[src/logic/bwl_pkg.sv]
package bwl_pkg;

   // ------------------------------------------------------------
   // Bus geometry
   // ------------------------------------------------------------
   localparam int ADDR_W = 12;
   localparam int IDX_W = 10;
   localparam int WORD_LSB = 2;
   localparam int DATA_W = 32;
   localparam int STRB_W = 4;

   localparam logic [1:0] RESP_OKAY = 2'h0;
   localparam logic [1:0] RESP_SLVERR = 2'h2;

   // ------------------------------------------------------------
   // Register indices; byte address is four times the index
   // ------------------------------------------------------------
   localparam logic [IDX_W-1:0] IDX_NP_BOTTOM = 10'h020;
   localparam logic [IDX_W-1:0] IDX_NP_TOP = 10'h022;
   localparam logic [IDX_W-1:0] IDX_PF_BOTTOM = 10'h024;
   localparam logic [IDX_W-1:0] IDX_PF_TOP = 10'h026;
   localparam logic [IDX_W-1:0] IDX_PF_BOTTOM_HIGH = 10'h028;
   localparam logic [IDX_W-1:0] IDX_PF_TOP_HIGH = 10'h02C;
   localparam logic [IDX_W-1:0] IDX_IO_BOTTOM_HIGH = 10'h030;
   localparam logic [IDX_W-1:0] IDX_IO_TOP_HIGH = 10'h032;
   localparam logic [IDX_W-1:0] IDX_INIT_CTRL = 10'h040;

   // ------------------------------------------------------------
   // Field layout
   // ------------------------------------------------------------
   localparam int WIN_LSB = 4;
   localparam int WIN_MSB = 15;
   localparam int WIN_W = 12;
   localparam int CAP_BIT = 0;
   localparam int LOW_W = 20;
   localparam int IO_HIGH_W = 16;
   localparam int INIT_PF_CAP_BIT = 0;
   localparam int INIT_IO_CAP_BIT = 1;
   localparam int INIT_LOCK_BIT = 31;

   localparam logic [LOW_W-1:0] LOW_ONES = 20'hF_FFFF;
   localparam logic [LOW_W-1:0] LOW_ZERO = 20'h0_0000;

   // ------------------------------------------------------------
   // Reset values
   // ------------------------------------------------------------
   localparam logic [WIN_W-1:0] RST_BOTTOM = 12'hFFF;
   localparam logic [WIN_W-1:0] RST_TOP = 12'h000;
   localparam logic RST_PF_CAP = 1'b1;
   localparam logic RST_IO_CAP = 1'b1;
   localparam logic [31:0] RST_PF_BOTTOM_HIGH = 32'hFFFF_FFFF;
   localparam logic [31:0] RST_PF_TOP_HIGH = 32'h0000_0000;
   localparam logic [IO_HIGH_W-1:0] RST_IO_BOTTOM_HIGH = 16'hFFFF;
   localparam logic [IO_HIGH_W-1:0] RST_IO_TOP_HIGH = 16'h0000;
   localparam logic [31:0] ZERO_WORD = 32'h0000_0000;

endpackage

[src/logic/bwl_reg_if.sv]
interface bwl_reg_if;
   logic wr_en;
   logic [bwl_pkg::IDX_W-1:0] wr_idx;
   logic [bwl_pkg::DATA_W-1:0] wr_data;
   logic [bwl_pkg::STRB_W-1:0] wr_strb;
   logic wr_ok;
   logic rd_en;
   logic [bwl_pkg::IDX_W-1:0] rd_idx;
   logic [bwl_pkg::DATA_W-1:0] rd_data;
   logic rd_ok;

   modport bus (
      output wr_en,
      output wr_idx,
      output wr_data,
      output wr_strb,
      input wr_ok,
      output rd_en,
      output rd_idx,
      input rd_data,
      input rd_ok
   );

   modport regs (
      input wr_en,
      input wr_idx,
      input wr_data,
      input wr_strb,
      output wr_ok,
      input rd_en,
      input rd_idx,
      output rd_data,
      output rd_ok
   );
endinterface

[src/logic/bwl_axil_slave.sv]
module bwl_axil_slave (
   input wire logic aclk,
   input wire logic aresetn,
   input wire logic ce,
   input wire logic [bwl_pkg::ADDR_W-1:0] awaddr,
   input wire logic awvalid,
   output logic awready,
   input wire logic [bwl_pkg::DATA_W-1:0] wdata,
   input wire logic [bwl_pkg::STRB_W-1:0] wstrb,
   input wire logic wvalid,
   output logic wready,
   output logic [1:0] bresp,
   output logic bvalid,
   input wire logic bready,
   input wire logic [bwl_pkg::ADDR_W-1:0] araddr,
   input wire logic arvalid,
   output logic arready,
   output logic [bwl_pkg::DATA_W-1:0] rdata,
   output logic [1:0] rresp,
   output logic rvalid,
   input wire logic rready,
   bwl_reg_if.bus reg_port
);

   logic aw_held_reg;
   logic w_held_reg;
   logic [bwl_pkg::IDX_W-1:0] aw_idx_reg;
   logic [bwl_pkg::DATA_W-1:0] wdata_reg;
   logic [bwl_pkg::STRB_W-1:0] wstrb_reg;
   logic bvalid_reg;
   logic [1:0] bresp_reg;
   logic rvalid_reg;
   logic [1:0] rresp_reg;
   logic [bwl_pkg::DATA_W-1:0] rdata_reg;
   logic wr_go;
   logic rd_go;

   // ------------------------------------------------------------
   // Handshakes
   // ------------------------------------------------------------
   // One write and one read in flight; new address waits for response
   assign awready = ce && !aw_held_reg && !bvalid_reg;
   assign wready = ce && !w_held_reg && !bvalid_reg;
   assign arready = ce && !rvalid_reg;
   assign wr_go = ce && aw_held_reg && w_held_reg && !bvalid_reg;
   assign rd_go = arvalid && arready;

   assign reg_port.wr_en = wr_go;
   assign reg_port.wr_idx = aw_idx_reg;
   assign reg_port.wr_data = wdata_reg;
   assign reg_port.wr_strb = wstrb_reg;
   assign reg_port.rd_en = rd_go;
   assign reg_port.rd_idx = araddr[bwl_pkg::ADDR_W-1:bwl_pkg::WORD_LSB];

   assign bvalid = bvalid_reg;
   assign bresp = bresp_reg;
   assign rvalid = rvalid_reg;
   assign rresp = rresp_reg;
   assign rdata = rdata_reg;

   // ------------------------------------------------------------
   // Write path
   // ------------------------------------------------------------
   always_ff @(posedge aclk) begin
      if (!aresetn) begin
         aw_held_reg <= 1'b0;
         aw_idx_reg <= '0;
      end else if (wr_go) begin
         aw_held_reg <= 1'b0;
      end else if (awvalid && awready) begin
         aw_held_reg <= 1'b1;
         aw_idx_reg <= awaddr[bwl_pkg::ADDR_W-1:bwl_pkg::WORD_LSB];
      end
   end

   always_ff @(posedge aclk) begin
      if (!aresetn) begin
         w_held_reg <= 1'b0;
         wdata_reg <= '0;
         wstrb_reg <= '0;
      end else if (wr_go) begin
         w_held_reg <= 1'b0;
      end else if (wvalid && wready) begin
         w_held_reg <= 1'b1;
         wdata_reg <= wdata;
         wstrb_reg <= wstrb;
      end
   end

   always_ff @(posedge aclk) begin
      if (!aresetn) begin
         bvalid_reg <= 1'b0;
         bresp_reg <= bwl_pkg::RESP_OKAY;
      end else if (wr_go) begin
         bvalid_reg <= 1'b1;
         bresp_reg <= reg_port.wr_ok ? bwl_pkg::RESP_OKAY : bwl_pkg::RESP_SLVERR;
      end else if (ce && bready) begin
         bvalid_reg <= 1'b0;
      end
   end

   // ------------------------------------------------------------
   // Read path
   // ------------------------------------------------------------
   always_ff @(posedge aclk) begin
      if (!aresetn) begin
         rvalid_reg <= 1'b0;
         rresp_reg <= bwl_pkg::RESP_OKAY;
         rdata_reg <= '0;
      end else if (rd_go) begin
         rvalid_reg <= 1'b1;
         rresp_reg <= reg_port.rd_ok ? bwl_pkg::RESP_OKAY : bwl_pkg::RESP_SLVERR;
         rdata_reg <= reg_port.rd_data;
      end else if (ce && rready) begin
         rvalid_reg <= 1'b0;
      end
   end

endmodule

[src/logic/bwl_window_cmp.sv]
module bwl_window_cmp #(
   parameter int W = 32
) (
   input wire logic aclk,
   input wire logic aresetn,
   input wire logic ce,
   input wire logic [W-1:0] addr,
   input wire logic [W-1:0] bottom,
   input wire logic [W-1:0] top,
   output logic hit
);

   if (W < 1) begin : g_bad_width
      $error("Window width must be positive");
   end

   // Inclusive bounds; bottom above top gives no hit at all
   always_ff @(posedge aclk) begin
      if (!aresetn) begin
         hit <= 1'b0;
      end else if (ce) begin
         hit <= (addr >= bottom) && (addr <= top);
      end
   end

endmodule

[src/logic/bwl_window_regs.sv]
// Design decision made here: the AXI4-Lite register port.
module bwl_window_regs (
   input wire logic aclk,
   input wire logic aresetn,
   input wire logic ce,
   input wire logic [bwl_pkg::ADDR_W-1:0] s_axi_awaddr,
   input wire logic [2:0] s_axi_awprot,
   input wire logic s_axi_awvalid,
   output logic s_axi_awready,
   input wire logic [bwl_pkg::DATA_W-1:0] s_axi_wdata,
   input wire logic [bwl_pkg::STRB_W-1:0] s_axi_wstrb,
   input wire logic s_axi_wvalid,
   output logic s_axi_wready,
   output logic [1:0] s_axi_bresp,
   output logic s_axi_bvalid,
   input wire logic s_axi_bready,
   input wire logic [bwl_pkg::ADDR_W-1:0] s_axi_araddr,
   input wire logic [2:0] s_axi_arprot,
   input wire logic s_axi_arvalid,
   output logic s_axi_arready,
   output logic [bwl_pkg::DATA_W-1:0] s_axi_rdata,
   output logic [1:0] s_axi_rresp,
   output logic s_axi_rvalid,
   input wire logic s_axi_rready,
   input wire logic [31:0] nonprefetch_addr,
   input wire logic [63:0] prefetch_addr,
   output logic nonprefetch_hit,
   output logic prefetch_hit,
   output logic prefetch_wide,
   output logic io_wide,
   output logic [bwl_pkg::IO_HIGH_W-1:0] io_bottom_high,
   output logic [bwl_pkg::IO_HIGH_W-1:0] io_top_high
);

   // ------------------------------------------------------------
   // Elaboration checks
   // ------------------------------------------------------------
   if (bwl_pkg::ADDR_W - bwl_pkg::WORD_LSB != bwl_pkg::IDX_W) begin : g_bad_addr
      $error("Bus address width does not match the register index width");
   end
   if (bwl_pkg::WIN_MSB - bwl_pkg::WIN_LSB + 1 != bwl_pkg::WIN_W) begin : g_bad_field
      $error("Window field layout is inconsistent");
   end

   // ------------------------------------------------------------
   // Declarations
   // ------------------------------------------------------------
   bwl_reg_if reg_bus ();

   logic [bwl_pkg::WIN_W-1:0] np_bottom_reg;
   logic [bwl_pkg::WIN_W-1:0] np_top_reg;
   logic [bwl_pkg::WIN_W-1:0] pf_bottom_reg;
   logic [bwl_pkg::WIN_W-1:0] pf_top_reg;
   logic [31:0] pf_bottom_high_reg;
   logic [31:0] pf_top_high_reg;
   logic [bwl_pkg::IO_HIGH_W-1:0] io_bottom_high_reg;
   logic [bwl_pkg::IO_HIGH_W-1:0] io_top_high_reg;
   logic pf_cap_reg;
   logic io_cap_reg;
   logic init_lock_reg;
   logic [bwl_pkg::IO_HIGH_W-1:0] io_bottom_high_out_reg;
   logic [bwl_pkg::IO_HIGH_W-1:0] io_top_high_out_reg;
   logic pf_wide_out_reg;
   logic io_wide_out_reg;

   logic [bwl_pkg::DATA_W-1:0] byte_mask;
   logic [bwl_pkg::DATA_W-1:0] wr_old;
   logic [bwl_pkg::DATA_W-1:0] wr_word;
   logic [bwl_pkg::DATA_W-1:0] rd_word;
   logic rd_known;
   logic wr_known;
   logic [31:0] pf_bottom_high_vis;
   logic [31:0] pf_top_high_vis;
   logic [bwl_pkg::IO_HIGH_W-1:0] io_bottom_high_vis;
   logic [bwl_pkg::IO_HIGH_W-1:0] io_top_high_vis;
   logic [31:0] np_bottom_addr;
   logic [31:0] np_top_addr;
   logic [63:0] pf_bottom_addr;
   logic [63:0] pf_top_addr;

   // ------------------------------------------------------------
   // Bus slave
   // ------------------------------------------------------------
   bwl_axil_slave u_slave (
      .aclk(aclk),
      .aresetn(aresetn),
      .ce(ce),
      .awaddr(s_axi_awaddr),
      .awvalid(s_axi_awvalid),
      .awready(s_axi_awready),
      .wdata(s_axi_wdata),
      .wstrb(s_axi_wstrb),
      .wvalid(s_axi_wvalid),
      .wready(s_axi_wready),
      .bresp(s_axi_bresp),
      .bvalid(s_axi_bvalid),
      .bready(s_axi_bready),
      .araddr(s_axi_araddr),
      .arvalid(s_axi_arvalid),
      .arready(s_axi_arready),
      .rdata(s_axi_rdata),
      .rresp(s_axi_rresp),
      .rvalid(s_axi_rvalid),
      .rready(s_axi_rready),
      .reg_port(reg_bus.bus)
   );

   // ------------------------------------------------------------
   // Visible values of the capability-gated registers
   // ------------------------------------------------------------
   // Stored contents survive a cleared capability; only the view is zero
   assign pf_bottom_high_vis = pf_cap_reg ? pf_bottom_high_reg : bwl_pkg::ZERO_WORD;
   assign pf_top_high_vis = pf_cap_reg ? pf_top_high_reg : bwl_pkg::ZERO_WORD;
   assign io_bottom_high_vis = io_cap_reg ? io_bottom_high_reg : '0;
   assign io_top_high_vis = io_cap_reg ? io_top_high_reg : '0;

   // ------------------------------------------------------------
   // Read decode
   // ------------------------------------------------------------
   // Reserved bits come back as zero from every register
   function automatic logic [bwl_pkg::DATA_W-1:0] read_word(
      input logic [bwl_pkg::IDX_W-1:0] idx
   );
      logic [bwl_pkg::DATA_W-1:0] w;
      w = '0;
      unique case (idx)
         bwl_pkg::IDX_NP_BOTTOM: begin
            w[bwl_pkg::WIN_MSB:bwl_pkg::WIN_LSB] = np_bottom_reg;
         end
         bwl_pkg::IDX_NP_TOP: begin
            w[bwl_pkg::WIN_MSB:bwl_pkg::WIN_LSB] = np_top_reg;
         end
         bwl_pkg::IDX_PF_BOTTOM: begin
            w[bwl_pkg::WIN_MSB:bwl_pkg::WIN_LSB] = pf_bottom_reg;
            w[bwl_pkg::CAP_BIT] = pf_cap_reg;
         end
         bwl_pkg::IDX_PF_TOP: begin
            w[bwl_pkg::WIN_MSB:bwl_pkg::WIN_LSB] = pf_top_reg;
            w[bwl_pkg::CAP_BIT] = pf_cap_reg;
         end
         bwl_pkg::IDX_PF_BOTTOM_HIGH: begin
            w = pf_bottom_high_vis;
         end
         bwl_pkg::IDX_PF_TOP_HIGH: begin
            w = pf_top_high_vis;
         end
         bwl_pkg::IDX_IO_BOTTOM_HIGH: begin
            w[bwl_pkg::IO_HIGH_W-1:0] = io_bottom_high_vis;
         end
         bwl_pkg::IDX_IO_TOP_HIGH: begin
            w[bwl_pkg::IO_HIGH_W-1:0] = io_top_high_vis;
         end
         bwl_pkg::IDX_INIT_CTRL: begin
            w[bwl_pkg::INIT_PF_CAP_BIT] = pf_cap_reg;
            w[bwl_pkg::INIT_IO_CAP_BIT] = io_cap_reg;
            w[bwl_pkg::INIT_LOCK_BIT] = init_lock_reg;
         end
         default: begin
            w = '0;
         end
      endcase
      return w;
   endfunction

   function automatic logic known_idx(input logic [bwl_pkg::IDX_W-1:0] idx);
      return idx == bwl_pkg::IDX_NP_BOTTOM || idx == bwl_pkg::IDX_NP_TOP
         || idx == bwl_pkg::IDX_PF_BOTTOM || idx == bwl_pkg::IDX_PF_TOP
         || idx == bwl_pkg::IDX_PF_BOTTOM_HIGH || idx == bwl_pkg::IDX_PF_TOP_HIGH
         || idx == bwl_pkg::IDX_IO_BOTTOM_HIGH || idx == bwl_pkg::IDX_IO_TOP_HIGH
         || idx == bwl_pkg::IDX_INIT_CTRL;
   endfunction

   // Procedural, so a register change re-evaluates it, not only a new index
   always_comb rd_word = read_word(reg_bus.rd_idx);
   assign rd_known = known_idx(reg_bus.rd_idx);
   assign wr_known = known_idx(reg_bus.wr_idx);
   assign reg_bus.rd_data = rd_word;
   assign reg_bus.rd_ok = rd_known;
   assign reg_bus.wr_ok = wr_known;

   // ------------------------------------------------------------
   // Write merge by byte lanes
   // ------------------------------------------------------------
   for (genvar g = 0; g < bwl_pkg::STRB_W; g++) begin : g_lane
      assign byte_mask[8*g +: 8] = {8{reg_bus.wr_strb[g]}};
   end

   // Lanes not strobed keep the value currently seen by software
   always_comb wr_old = read_word(reg_bus.wr_idx);
   assign wr_word = (wr_old & ~byte_mask) | (reg_bus.wr_data & byte_mask);

   // ------------------------------------------------------------
   // Memory window registers
   // ------------------------------------------------------------
   // Only bits 15:4 are stored; bits 3:0 have no flops behind them
   always_ff @(posedge aclk) begin
      if (!aresetn) begin
         np_bottom_reg <= bwl_pkg::RST_BOTTOM;
      end else if (ce && reg_bus.wr_en && reg_bus.wr_idx == bwl_pkg::IDX_NP_BOTTOM) begin
         np_bottom_reg <= wr_word[bwl_pkg::WIN_MSB:bwl_pkg::WIN_LSB];
      end
   end

   always_ff @(posedge aclk) begin
      if (!aresetn) begin
         np_top_reg <= bwl_pkg::RST_TOP;
      end else if (ce && reg_bus.wr_en && reg_bus.wr_idx == bwl_pkg::IDX_NP_TOP) begin
         np_top_reg <= wr_word[bwl_pkg::WIN_MSB:bwl_pkg::WIN_LSB];
      end
   end

   // Bit 0 here is capability and is not taken from ordinary writes
   always_ff @(posedge aclk) begin
      if (!aresetn) begin
         pf_bottom_reg <= bwl_pkg::RST_BOTTOM;
      end else if (ce && reg_bus.wr_en && reg_bus.wr_idx == bwl_pkg::IDX_PF_BOTTOM) begin
         pf_bottom_reg <= wr_word[bwl_pkg::WIN_MSB:bwl_pkg::WIN_LSB];
      end
   end

   always_ff @(posedge aclk) begin
      if (!aresetn) begin
         pf_top_reg <= bwl_pkg::RST_TOP;
      end else if (ce && reg_bus.wr_en && reg_bus.wr_idx == bwl_pkg::IDX_PF_TOP) begin
         pf_top_reg <= wr_word[bwl_pkg::WIN_MSB:bwl_pkg::WIN_LSB];
      end
   end

   // ------------------------------------------------------------
   // Upper halves, writable only while their capability is set
   // ------------------------------------------------------------
   always_ff @(posedge aclk) begin
      if (!aresetn) begin
         pf_bottom_high_reg <= bwl_pkg::RST_PF_BOTTOM_HIGH;
      end else if (ce && reg_bus.wr_en && pf_cap_reg
                   && reg_bus.wr_idx == bwl_pkg::IDX_PF_BOTTOM_HIGH) begin
         pf_bottom_high_reg <= wr_word;
      end
   end

   always_ff @(posedge aclk) begin
      if (!aresetn) begin
         pf_top_high_reg <= bwl_pkg::RST_PF_TOP_HIGH;
      end else if (ce && reg_bus.wr_en && pf_cap_reg
                   && reg_bus.wr_idx == bwl_pkg::IDX_PF_TOP_HIGH) begin
         pf_top_high_reg <= wr_word;
      end
   end

   always_ff @(posedge aclk) begin
      if (!aresetn) begin
         io_bottom_high_reg <= bwl_pkg::RST_IO_BOTTOM_HIGH;
      end else if (ce && reg_bus.wr_en && io_cap_reg
                   && reg_bus.wr_idx == bwl_pkg::IDX_IO_BOTTOM_HIGH) begin
         io_bottom_high_reg <= wr_word[bwl_pkg::IO_HIGH_W-1:0];
      end
   end

   always_ff @(posedge aclk) begin
      if (!aresetn) begin
         io_top_high_reg <= bwl_pkg::RST_IO_TOP_HIGH;
      end else if (ce && reg_bus.wr_en && io_cap_reg
                   && reg_bus.wr_idx == bwl_pkg::IDX_IO_TOP_HIGH) begin
         io_top_high_reg <= wr_word[bwl_pkg::IO_HIGH_W-1:0];
      end
   end

   // ------------------------------------------------------------
   // Capability bits and their lock
   // ------------------------------------------------------------
   // Firmware sets capabilities once, then locks; only reset unlocks
   always_ff @(posedge aclk) begin
      if (!aresetn) begin
         pf_cap_reg <= bwl_pkg::RST_PF_CAP;
         io_cap_reg <= bwl_pkg::RST_IO_CAP;
      end else if (ce && reg_bus.wr_en && !init_lock_reg
                   && reg_bus.wr_idx == bwl_pkg::IDX_INIT_CTRL) begin
         pf_cap_reg <= wr_word[bwl_pkg::INIT_PF_CAP_BIT];
         io_cap_reg <= wr_word[bwl_pkg::INIT_IO_CAP_BIT];
      end
   end

   always_ff @(posedge aclk) begin
      if (!aresetn) begin
         init_lock_reg <= 1'b0;
      end else if (ce && reg_bus.wr_en && !init_lock_reg
                   && reg_bus.wr_idx == bwl_pkg::IDX_INIT_CTRL) begin
         init_lock_reg <= wr_word[bwl_pkg::INIT_LOCK_BIT];
      end
   end

   // ------------------------------------------------------------
   // Window assembly and comparison
   // ------------------------------------------------------------
   assign np_bottom_addr = {np_bottom_reg, bwl_pkg::LOW_ZERO};
   assign np_top_addr = {np_top_reg, bwl_pkg::LOW_ONES};
   // Narrow mode uses zero upper halves, as software also sees them
   assign pf_bottom_addr = {pf_bottom_high_vis, pf_bottom_reg, bwl_pkg::LOW_ZERO};
   assign pf_top_addr = {pf_top_high_vis, pf_top_reg, bwl_pkg::LOW_ONES};

   bwl_window_cmp #(
      .W(32)
   ) u_np_cmp (
      .aclk(aclk),
      .aresetn(aresetn),
      .ce(ce),
      .addr(nonprefetch_addr),
      .bottom(np_bottom_addr),
      .top(np_top_addr),
      .hit(nonprefetch_hit)
   );

   bwl_window_cmp #(
      .W(64)
   ) u_pf_cmp (
      .aclk(aclk),
      .aresetn(aresetn),
      .ce(ce),
      .addr(prefetch_addr),
      .bottom(pf_bottom_addr),
      .top(pf_top_addr),
      .hit(prefetch_hit)
   );

   // ------------------------------------------------------------
   // Registered status outputs toward the I/O decoder
   // ------------------------------------------------------------
   always_ff @(posedge aclk) begin
      if (!aresetn) begin
         io_bottom_high_out_reg <= '0;
         io_top_high_out_reg <= '0;
         pf_wide_out_reg <= 1'b0;
         io_wide_out_reg <= 1'b0;
      end else if (ce) begin
         io_bottom_high_out_reg <= io_bottom_high_vis;
         io_top_high_out_reg <= io_top_high_vis;
         pf_wide_out_reg <= pf_cap_reg;
         io_wide_out_reg <= io_cap_reg;
      end
   end

   assign io_bottom_high = io_bottom_high_out_reg;
   assign io_top_high = io_top_high_out_reg;
   assign prefetch_wide = pf_wide_out_reg;
   assign io_wide = io_wide_out_reg;

endmodule

[config.mk]
export PLATFORM = sky130hd
export DESIGN_NAME = bwl_window_regs
export DESIGN_NICKNAME = d
export VERILOG_FILES = /design/src/logic/bwl_pkg.sv /design/src/logic/bwl_reg_if.sv /design/src/logic/bwl_axil_slave.sv /design/src/logic/bwl_window_cmp.sv /design/src/logic/bwl_window_regs.sv
export SDC_FILE = /design/constraint.sdc
export NUM_CORES = 1
export LEC_CHECK = 0
export ABC_AREA = 1
export BUFFER_PORTS_ARGS = -buffer_cell sky130_fd_sc_hd__buf_2
export CAP_MARGIN = 20
export CORE_MARGIN = 5
export CORE_UTILIZATION = 30
export DETAILED_ROUTE_END_ITERATION = 10
export MAX_ROUTING_LAYER = met4
export SETUP_SLACK_MARGIN = 0.05
export SKIP_LAST_GASP = 1
export SYNTH_ARGS = -nofsm -noshare
export SYNTH_HDL_FRONTEND = slang
export SYNTH_SLANG_ARGS = --single-unit
export TNS_END_PERCENT = 10
[constraint.sdc]
create_clock -name aclk -period 3.7 [get_ports aclk]
set_clock_uncertainty 0.2 [all_clocks]
set_input_delay 0.555 -clock aclk [delete_from_list [all_inputs] [get_ports aclk]]
set_output_delay 0.555 -clock aclk [all_outputs]
set_load 0.01 [all_outputs]
# --- Word-level counts from Yosys, hierarchy flattened ---
# Index checks and enable logic that the tools add are counted.
totals:
  ff_bits: 269
  in_bits: 170
  output_inout_bits: 77
op_classes:
  muxes: 22
  n_lt_le_gt_ge: 4
  n_eq_ne: 18
  reduce_logical: 56
  bitwise_logic: 6
ops:
  columns: ["op", "n"]
  rows:
  - ["case mux 12 bit (8 select lines)", 2]
  - ["== test 10 x 6 -> 1 bit, second input constant", 16]
  - ["bitwise AND 32 bit", 2]
  - ["greater-or-equal comparator 64 bit", 1]
  - ["less-or-equal comparator 64 bit", 1]
  - ["two-way mux 32 bit", 2]
  - ["case mux 15 bit (2 select lines)", 2]
  - ["greater-or-equal comparator 32 bit", 1]
  - ["less-or-equal comparator 32 bit", 1]
  - ["two-way mux 16 bit", 2]
  - ["inverter 32 bit", 1]
  - ["OR 32 bit", 1]
  - ["logical AND 1 bit", 28]
  - ["== test 10 x 7 -> 1 bit, second input constant", 2]
  - ["case mux 1 bit (5 select lines)", 4]
  - ["logical OR 1 bit", 16]
  - ["case mux 2 bit (4 select lines)", 2]
  - ["case mux 1 bit (3 select lines)", 2]
  - ["OR reduction 3 bit", 2]
  - ["logical NOT 1 bit", 5]
  - ["two-way mux 1 bit", 4]
  - ["two-way mux 2 bit", 2]
  - ["AND reduction 2 bit", 2]
  - ["nonzero test 2 bit", 2]
  - ["other kinds (2)", 3]

# --- Depth between registers and ports, before layout ---
# Gate-level depths: netlist of run 1.
logic_depth:
  ltp_word: 10
  ltp_mapped: 18

# --- Hierarchy ---
# From an unflattened synthesis of run 1, not the netlist that was laid out.
hier_totals:
  hier_cells: 3016
  hier_area_um2: 19133.4
by_module_without_submodules:
  columns: ["mod", "cells_per_inst", "seq_area_each_um2", "instances", "area_each_um2"]
  rows:
  - ["bwl_window_regs", 1665, 3623.5, 1, 10261.1]
  - ["bwl_axil_slave", 495, 1681.6, 1, 3593.4]
  - ["bwl_window_cmp at u_pf_cmp", 579, 20.0, 1, 3504.6]
  - ["bwl_window_cmp at u_np_cmp", 277, 20.0, 1, 1774.2]

# --- Least setup slack after synthesis of run 1 ---
# Ideal clock, no wire load.
synth_path:
  kind: "reg-to-reg"
  startpoint: "register pf_cap_reg"
  endpoint: "register u_pf_cmp.hit"
  stages_incl_launch_ff: 15
  setup_ps: 132
  setup_slack_ps: 1335
  n_path_buf: 3
  synth_period_minus_slack_ps: 2365
  arrival_time_ps: 2032
  path_cell_list: "dfxtp_1 -> clkbuf_1 -> clkbuf_1 -> buf_2 -> nand2_1 -> ha_1 -> nand4_1 -> nor2_1 -> nand3_1 -> nor2_1 -> nand2_1 -> nand3_1 -> nand2_1 -> nand3_1 -> a21oi_1"
synth_between:
  elab_chain_cells: 3
  word_cells_on_any_way: 5
  cone_classes: "2 x order compare; 2 x mux; 1 x reduce/logical"
synth_lines:
  columns: ["item", "line", "rtl"]
  rows:
  - ["start, declared", "bwl_window_regs.sv:58", "logic pf_cap_reg;"]
  - ["start signal, assigned", "bwl_window_regs.sv:274", "pf_cap_reg <= bwl_pkg::RST_PF_CAP;"]
  - ["start signal, assigned", "bwl_window_regs.sv:278", "pf_cap_reg <= wr_word[bwl_pkg::INIT_PF_CAP_BIT];"]
  - ["two-way mux 32 bit (on tied branches)", "bwl_window_regs.sv:112, bwl_window_regs.sv:113", null]
  - ["greater-or-equal comparator 64 bit / less-or-equal comparator 64 bit (equally long branches)", "bwl_window_cmp.sv:22", "hit <= (addr >= bottom) && (addr <= top);"]
  - ["logical AND 1 bit *", "bwl_window_cmp.sv:22", null]
  - ["end signal, assigned", "bwl_window_cmp.sv:22", null]
  - ["end, declared", "bwl_window_cmp.sv:10", "output logic hit"]
# Mark *: on every way between the ends. The rest lies on a longest branch, timed or not.
# A chain may end at the register's enable or synchronous reset.

# --- Worst setup path in the final report of run 1 ---
# Same ends and word-level chain as after synthesis.

==> results of run 1 <==
## per-stage QoR
stage | worst slack, ns | instances
after floorplan | 1.335 | 2297
after global placement | 0.6767 | 3128
after detailed placement | 0.6295 | 3128
after CTS | 0.6273 | 3183
after global routing | 0.3588 | 3187
final | 0.5552 | 3187
## placed cells by master (no fill, tap or decap), types with 3 or more instances in the layout
cell        instances
clkbuf_1            8
a21o_1              5
clkbuf_8            6
nor3_1             15
o22ai_1            44
clkbuf_16          31
buf_12              5
nand3_1            88
buf_4              37
clkinv_2            6
buf_2             234
dfxtp_1           266
ha_1              112
nand3b_1            8
and2_1              3
o21ai_1            11
nor2_4              3
nand2_1           572
nand4_1            43
or2_2              11
inv_1             213
nor3_4              4
inv_2              10
o211ai_1           16
a21oi_1           224
nor4_1              3
diode_2             4
o221ai_1           30
nor2_2              6
clkinvlp_4          3
nor2_1            279
o21ai_0           198
## how the worst max path moves through the flow
stage	end	slack, ns	depth (start not counted)
floorplan	u_pf_cmp.hit	1.34	14
global placement	u_pf_cmp.hit	0.68	12
detailed placement	u_pf_cmp.hit	0.63	12
CTS	u_pf_cmp.hit	0.63	12
global route	u_pf_cmp.hit	0.36	12
finish	u_pf_cmp.hit	0.56	12
## worst min-delay path, delay by kind of cell
family          cells  cell delay [ns]
compound gates      1             0.07
buf+inv             1             0.07
simple gates        1             0.07
## power by group
part	switching, mW	total (mW)	internal, mW
Clock	1.24	2.96	1.72
Combinational	0.483	0.741	0.257
Sequential	0.0474	3.00	2.95
## cell families after synthesis
family,after synthesis
simple gates,1041
compound gates,533
buf+inv,342
flops,267
fa+ha+maj,112
other cells,1
## area by class of cell
type | instances | area [µm²] | area share [%]
Clock inverter | 10 | 82.58 | 0.4535
Timing Repair Buffer | 276 | 1549 | 8.507
Clock buffer | 45 | 888.4 | 4.879
Antenna cell | 4 | 10.01 | 0.05497
Sequential cell | 267 | 5346 | 29.36
Multi-Input combinational cell | 1688 | 8645 | 47.47
Tap cell | 672 | 840.8 | 4.618
Inverter | 225 | 847.1 | 4.652
## routing by layer
layer  share of wire [%]  routed length [µm]  up-vias  GRT usage (%)
met5                   0                   0        -              -
met4                 2.7                1678        0          5.735
met3                 6.4                4017      108          2.745
met2                  48               30210      626          37.19
met1                  43               27020     7557          27.91
li1                    -                   -     8024              -
==> impl_metrics.ini, run 1 <==
[timing]
report.final.slew_viol_count = 0
worst_pin_slew_ns = 1.029
finalCritPeriodShare_pct = 84.99
max_slew_margin_pct = 31.38
fin_setup_tns_ns = 0
setup_viol = 0
holdWs_ns = 0.03846
max_freq_mhz = 318.0
finalHoldViolCount = 0
post-route-min-period_ns = 3.145
rsz0062_at_grt = false

[floorplan]
die_area_um2 = 55740
rows = 82
core_area_um2 = 50380
ioPinCount = 247
die_h_um = 236.1
die_w_um = 236.1
start_util_pct = 30.44

[worst_setup_path]
crit_path_max_incr_delay_ns = 0.36
worst-r2r-setup-slack_ns = 0.56
cpLargestDelayFamily = simple AND/OR/NAND/NOR gates
reg2reg_depth = 12
crit_required_ns = 4.01
reg2reg_from = pf_cap_reg
r2r-end = u_pf_cmp.hit
crit_path_cell_trace = buf_4, buf_4, nand2_1, ha_1, nand4_1, nor2_1, nand2_1, nor2_1, nand4_1, nand2_1, nand3_1, a21oi_1
critPathLaunchType = register
crit_start = pf_cap_reg
crit_path_max_fanout = 28
crit_slowest_cell = ha_1
cp.buffers_inverters = 2
crit_arrival_ns = 3.45
endpoint_kind = register
critPathKind = reg2reg
cp_common_cell = nand2_1

[logic_synthesis]
avgSynthCellArea_um2 = 6.679
synth_ff_type = dfxtp_1
ys_seq_area_share_pct = 34.86
synth_area_leaders = dfxtp_1 (35%), nand2_1 (14%), ha_1 (9.1%), a21oi_1 (7.3%), nor2_1 (6.9%)
synth_mux_area_share_pct = 0
synth_area_um2 = 15330
ys_seq_elements = 267
synth-xor-area-share_pct = 0
synth_adder_area_share_pct = 9.138
synth_area_leader_cell = dfxtp_1
synth_edf_count = 0
ys_warn_count = 0
syn_inst = 2296
synth_most_common_cell = nand2_1
synth_top_area_share_pct = 34.86
synth_top_family_by_area = simple AND/OR/NAND/NOR gates
synth.distinct_cells = 38
synth_common_cells = nand2_1 (572), nor2_1 (280), dfxtp_1 (267)
yosys.area_share.simple_pct = 28.27
async_flop_share_pct = 0
synth_compound_area_share_pct = 18.90

[drt]
routed_wl_um = 62930
drc = 0
drt-initial-drc-count = 1480
firstDrtPassIters = 6
via_per_inst = 5.119
wire_per_inst_um = 19.74
postRouteAntennaNets = 0
dr_total_vias = 16320

[grt]
grt_antenna_before_repair = 5
grt_pass1_wl_um = 93620
grt_overflow = 0
grt_start_max_net_pins = 116
grt_usage_pct = 21.98
grt_pass1_vias = 15740

[clock_network]
tritoncts = yes
cts_max_level = 1
worst_skew_pair.late_latency_ns = 0.57
cts_root_buf = clkbuf_16
clkTransAtPathRegs_ns = 0.07
cts_buffer_depth = 3
postCtsHoldBufs = 0
cts_setup_buffers = 0
cts_buffers = 30
clock_sinks = 267
cts_resized = 0

[flow_run]
maxCapViolCount = 0

[layout]
drive_above_1_share_pct = 14.50
fin_nets = 2770
area.growth.synth_to_final_pct = 18.74
finish.instance_area_um2 = 18210
final.fill_count = 5437
fin_util_pct = 36.15

[power]
powerDensity_nw_per_um2 = 367.8
p_leak_nw = 8.824
finalPower_mw = 6.696
irDropWorstVdd_mv = 0.2942

[place]
gp_congestion = 1.028
port_buffers = 234
dp_hpwl_um = 48940
placed_area_um2 = 17230

[outcome]
status = completed

[min_path]
holdCritPathClass = in2reg
min_from = s_axi_awaddr[10]
whs_endpoint = u_slave.reg_port.wr_idx[8]
whs_path_depth = 3
(Power assumes the default switching activity.)
==> run 2: changes to the inputs <==
- ABC_AREA: 1 -> 0
- clock period: 3.7 -> 2.65 ns (I/O delays scaled with it)
==> impl_metrics.ini, run 2 <==
[outcome]
status = completed

[timing]
rsz0062_at_grt = true
finalHoldViolCount = 0
post-route-min-period_ns = 2.607
setup_viol = 0
report.final.slew_viol_count = 0
worst_pin_slew_ns = 0.6871
finalCritPeriodShare_pct = 98.39
max_slew_margin_pct = 53.71
max_freq_mhz = 383.6
timing.final.ws_setup_ns = 0.04279

[worst_setup_path]
endpoint_kind = register
crit_path_max_fanout = 4
cp_common_cell = and3_4
crit_path_max_incr_delay_ns = 0.57
reg2reg_from = u_slave.reg_port.wr_idx[7]
crit_required_ns = 2.92
crit_arrival_ns = 2.87
worst-r2r-setup-slack_ns = 0.04
cp.buffers_inverters = 2
crit_slowest_cell = or4b_4
critPathKind = reg2reg
cpLargestDelayFamily = simple AND/OR/NAND/NOR gates
critPathLaunchType = register
crit_start = u_slave.reg_port.wr_idx[7]
crit_path_cell_trace = or4b_4, nor3_4, buf_6, buf_4, and3_4, a31oi_1, and3_4, o31a_1, a211oi_2

[drt]
routed_wl_um = 67900
firstDrtPassIters = 8
drt-initial-drc-count = 1421
dr_total_vias = 16520
via_per_inst = 5.599
wire_per_inst_um = 23.01
postRouteAntennaNets = 0
drc = 0

[logic_synthesis]
synth_most_common_cell = nand2_1
synth_area_leader_cell = dfxtp_1
synth_ff_type = dfxtp_1
ys_seq_elements = 267
synth_area_um2 = 14670
synth.distinct_cells = 82
async_flop_share_pct = 0
syn_inst = 1851
ys_seq_area_share_pct = 36.44
synth_edf_count = 0
ys_warn_count = 0
synth_top_area_share_pct = 36.44
synth_area_leaders = dfxtp_1 (36%), ha_1 (9.6%), nand2_1 (6.9%), a21oi_1 (6.8%), o21ai_0 (5.2%)
synth_common_cells = nand2_1 (270), dfxtp_1 (267), a21oi_1 (198)
avgSynthCellArea_um2 = 7.924

[min_path]
min_from = ce
holdCritPathClass = in2reg

[clock_network]
clkTransAtPathRegs_ns = 0.06
clock_sinks = 267
worst_skew_pair.late_latency_ns = 0.55
tritoncts = yes
cts_root_buf = clkbuf_16
cts_buffers = 34
cts_buffer_depth = 3
cts_max_level = 2

[grt]
grt_overflow = 0
grt_start_max_net_pins = 91
grt_pass1_vias = 16110
grt_usage_pct = 24.72
grt_pass1_wl_um = 98830
grt_antenna_before_repair = 1

[floorplan]
ioPinCount = 247
die_w_um = 231.1
die_h_um = 231.1
rows = 81
die_area_um2 = 53410
core_area_um2 = 48650
start_util_pct = 30.15

[layout]
fin_util_pct = 42.48
area.growth.synth_to_final_pct = 40.91
fin_nets = 2587
final.fill_count = 4869
final_common_cell = dfxtp_1
final_cell_mix = dfxtp_1 (260), nand2_1 (255), buf_2 (235)
drive_above_1_share_pct = 28.23

[place]
dp_hpwl_um = 51890
pre_cts_ws_ns = -0.1865
gp_congestion = 0.9904
port_buffers = 234

[power]
p_leak_nw = 8.802
powerDensity_nw_per_um2 = 501.5
irDropWorstVdd_mv = 0.4708

[flow_run]
maxCapViolCount = 0
## run 2: cell types whose count changed in the layout (fill, tap and decap cells not counted), moves of 24 or more
cell / before / now
a21oi_1: 224 / 196
a22oi_1: 0 / 46
buf_4: 37 / 227
dlygate4sd3_1: 0 / 48
inv_1: 213 / 61
nand2_1: 572 / 255
nand3_1: 88 / 117
nor2_1: 279 / 102
o21ai_0: 198 / 140
o22ai_1: 44 / 20
## run 2: worst paths after layout
path                                         end  cells past startpoint
worst max-delay path               pf_top_reg[5]                      9
worst min-delay path              u_slave.rvalid                      5
worst max register to register     pf_top_reg[5]                      9
worst min register to register  u_slave.bresp[1]                      2
## run 2: cell families (layout without fill, tap and decap cells)
group           count (synthesis)  count (layout)  share of synthesized area, %
mux                            20              20                         1.373
fa+ha+maj                     112             112                         9.555
other cells                     1               4                       0.02557
buf+inv                       193             668                         5.323
flops                         267             267                         36.44
simple gates                  642             642                         21.16
compound gates                616             616                         26.12
## run 2: metal layers
metal,GRT usage (%),vias to the layer above,share of wire [%]
li1,-,7750,-
met1,30.78,7903,42
met2,39.85,708,47
met3,3.663,161,7.2
met4,11.26,0,4.8
met5,-,-,0
## run 2: power by group
| part | leakage (nW) | switching (mW) | internal [mW] |
|---|---|---|---|
| sequential | 2.17 | 0.0640 | 4.08 |
| clock | 0.587 | 1.87 | 3.16 |
| combinational | 6.05 | 0.681 | 0.516 |
| total | 8.80 | 2.61 | 7.76 |
## run 2: final cells by class
cell class                 count  area [µm²]  share of cell area [%]
timing repair buffer         546        3994                   19.32
multi-input combinational   1392        9089                   43.98
tap                          622       778.2                   3.766
sequential                   267        5356                   25.92
antenna                        2       5.005                 0.02422
clock inverter                14       232.7                   1.126
inverter                      64       242.7                   1.174
clock buffer                  44       969.7                   4.692
## run 2: repair_timing
item / in CTS / in global routing
hold endpoints to repair: 48 / 0
setup endpoints to repair: 101 / 126
hold buffers: 48 / 0
setup buffers: 2 / 14
gates resized for setup: 15 / 105
pin swaps: 7 / 38
gates cloned: 0 / 3
## run 2: stage by stage
stage	hold WS [ns]	setup TNS, ns	power, mW	instances	area (µm²)
6_report	0.1801	0	10.37	2951	20670
5_1_grt	0.1879	-0.4894	10.71	2950	20660
4_1_cts	0.1541	-0.02953	10.38	2932	19930
3_5_place_dp	0.2450	-2.795	5.276	2824	18170
3_3_place_gp	0.2372	-1.556	5.257	2824	18170
2_1_floorplan	0.2301	0	4.707	1852	14720
## run 2: worst reg2reg max path, delay by kind of cell (launching register included)
family / cells / cell delay (ns)
AOI/OAI and AO/OA: 3 / 0.70
and+or+nand+nor: 4 / 1.07
DFF: 1 / 0.34
buffers and inverters: 2 / 0.25
==> run 3: changes to the inputs <==
- MAX_ROUTING_LAYER: met4 -> not set
==> impl_metrics.ini, run 3 (synthesis gave the netlist of run 2 again) <==
[floorplan]
die_area_um2 = 53410
start_util_pct = 30.15
ioPinCount = 247
die_w_um = 231.1
core_area_um2 = 48650
die_h_um = 231.1
rows = 81

[clock_network]
clkTransAtPathRegs_ns = 0.06
tritoncts = yes
cts_max_level = 1
worst_skew_pair.late_latency_ns = 0.59
cts_buffers = 31
clock_sinks = 267
cts_root_buf = clkbuf_16
cts_buffer_depth = 3

[drt]
drc = 0
via_per_inst = 5.542
wire_per_inst_um = 22.98
routed_wl_um = 67600
postRouteAntennaNets = 0
firstDrtPassIters = 9
drt-initial-drc-count = 1342
dr_total_vias = 16310

[grt]
grt_pass1_wl_um = 99870
grt_antenna_before_repair = 3
grt_overflow = 0
grt_start_max_net_pins = 91
grt_pass1_vias = 16260
grt_usage_pct = 24.03

[worst_setup_path]
endpoint_kind = register
crit_required_ns = 2.90
crit_path_max_fanout = 4
crit_arrival_ns = 2.90
critPathKind = reg2reg
critPathLaunchType = register

[power]
p_leak_nw = 8.703
irDropWorstVdd_mv = 0.4272
powerDensity_nw_per_um2 = 494.3

[place]
pre_cts_ws_ns = -0.3045
port_buffers = 234
gp_congestion = 0.9914
place_inst = 2825
dp_hpwl_um = 51800

[layout]
fin_nets = 2577
diodes = 0
area.growth.synth_to_final_pct = 38.24
final.fill_count = 4951
finalNonFillerCells = 2942
final_common_cell = nand2_1
final_cell_mix = nand2_1 (267), dfxtp_1 (264), buf_2 (234)
drive_above_1_share_pct = 26.94

[timing]
rsz0062_at_grt = true
post-route-min-period_ns = 2.651
report.final.slew_viol_count = 0
finalHoldViolCount = 0
setup_viol = 1
finalCritPeriodShare_pct = 100.0
max_freq_mhz = 377.2
worst_pin_slew_ns = 0.6197
max_slew_margin_pct = 58.25
timing.final.ws_setup_ns = -0.0007827

[outcome]
failed_checks = negative setup slack
status = complete, but fails checks

[min_path]
holdCritPathClass = in2reg

[flow_run]
maxCapViolCount = 0
==> run 3: worst max-delay path: stages, from the launching register on <==
cell,delay (ns)
dfxtp_1,0.41
or4b_4,0.19
nor3_4,0.06
buf_6,0.12
buf_4,0.14
a32oi_1,0.19
o21ai_0,0.11
or4_1,0.57
buf_4,0.18
a221oi_1,0.25
o21ai_1,0.11
==> run 3: layout make-up <==
type                       instances  area, µm²  area share, %
clock buffer                      43      910.9          4.493
clock inverter                    15      217.7          1.074
inverter                          64      242.7          1.197
multi-input combinational       1392       8869          43.74
sequential                       267       5349          26.38
tap                              622      778.2          3.839
timing repair buffer             539       3908          19.27
==> run 3: path summary, 6_finish.rpt <==
path                               from                endpoint  slack, ns  cells past startpoint
min                                  ce          u_slave.bvalid        0.1                      5
max          u_slave.reg_port.wr_idx[8]  pf_bottom_high_reg[11]    -0.0008                     10
min reg2reg            u_slave.bresp[1]        u_slave.bresp[1]       0.25                      2
max reg2reg  u_slave.reg_port.wr_idx[8]  pf_bottom_high_reg[11]    -0.0008                     10
==> run 3: what timing repair did <==
item                                   4_1_cts  5_1_grt
endpoints found under the hold margin       48        0
setup endpoints to repair                   90      145
setup buffers                                6        3
hold buffers                                48        0
resized for setup                           32       68
pin swaps                                    9       17
gates cloned                                 0        3
==> run 3: where the power goes <==
part	internal (mW)	leakage, nW	total (mW)	switching (mW)
Sequential	4.08	2.17	4.14	0.0600
Clock	2.88	0.558	4.72	1.83
Combinational	0.494	5.98	1.17	0.672
==> run 3: per-stage QoR <==
stage | TNS [ns] | hold WS (ns) | power, mW | area [µm²] | utilization [%]
after floorplan | 0 | 0.2301 | 4.707 | 14720 | -
after global placement | -2.555 | 0.2370 | 5.254 | 18140 | 37.28
after detailed placement | -3.423 | 0.2448 | 5.274 | 18140 | 37.28
after CTS | -0.5766 | 0.07695 | 10.04 | 19910 | 40.92
after global routing | -1.581 | 0.1246 | 10.36 | 20270 | 41.68
final | -0.0007827 | 0.09778 | 10.02 | 20270 | 41.68
==> run 3: per-layer routing <==
layer  part of all wire [%]  wire [µm]  vias up  global-route usage [%]
met5                  0.052         35        -                       0
met4                    4.6       3113        6                   9.175
met3                    7.6       5120      163                   3.920
met2                     46      31090      689                   39.96
met1                     42      28240     7721                   31.40
li1                       -          -     7726                       -
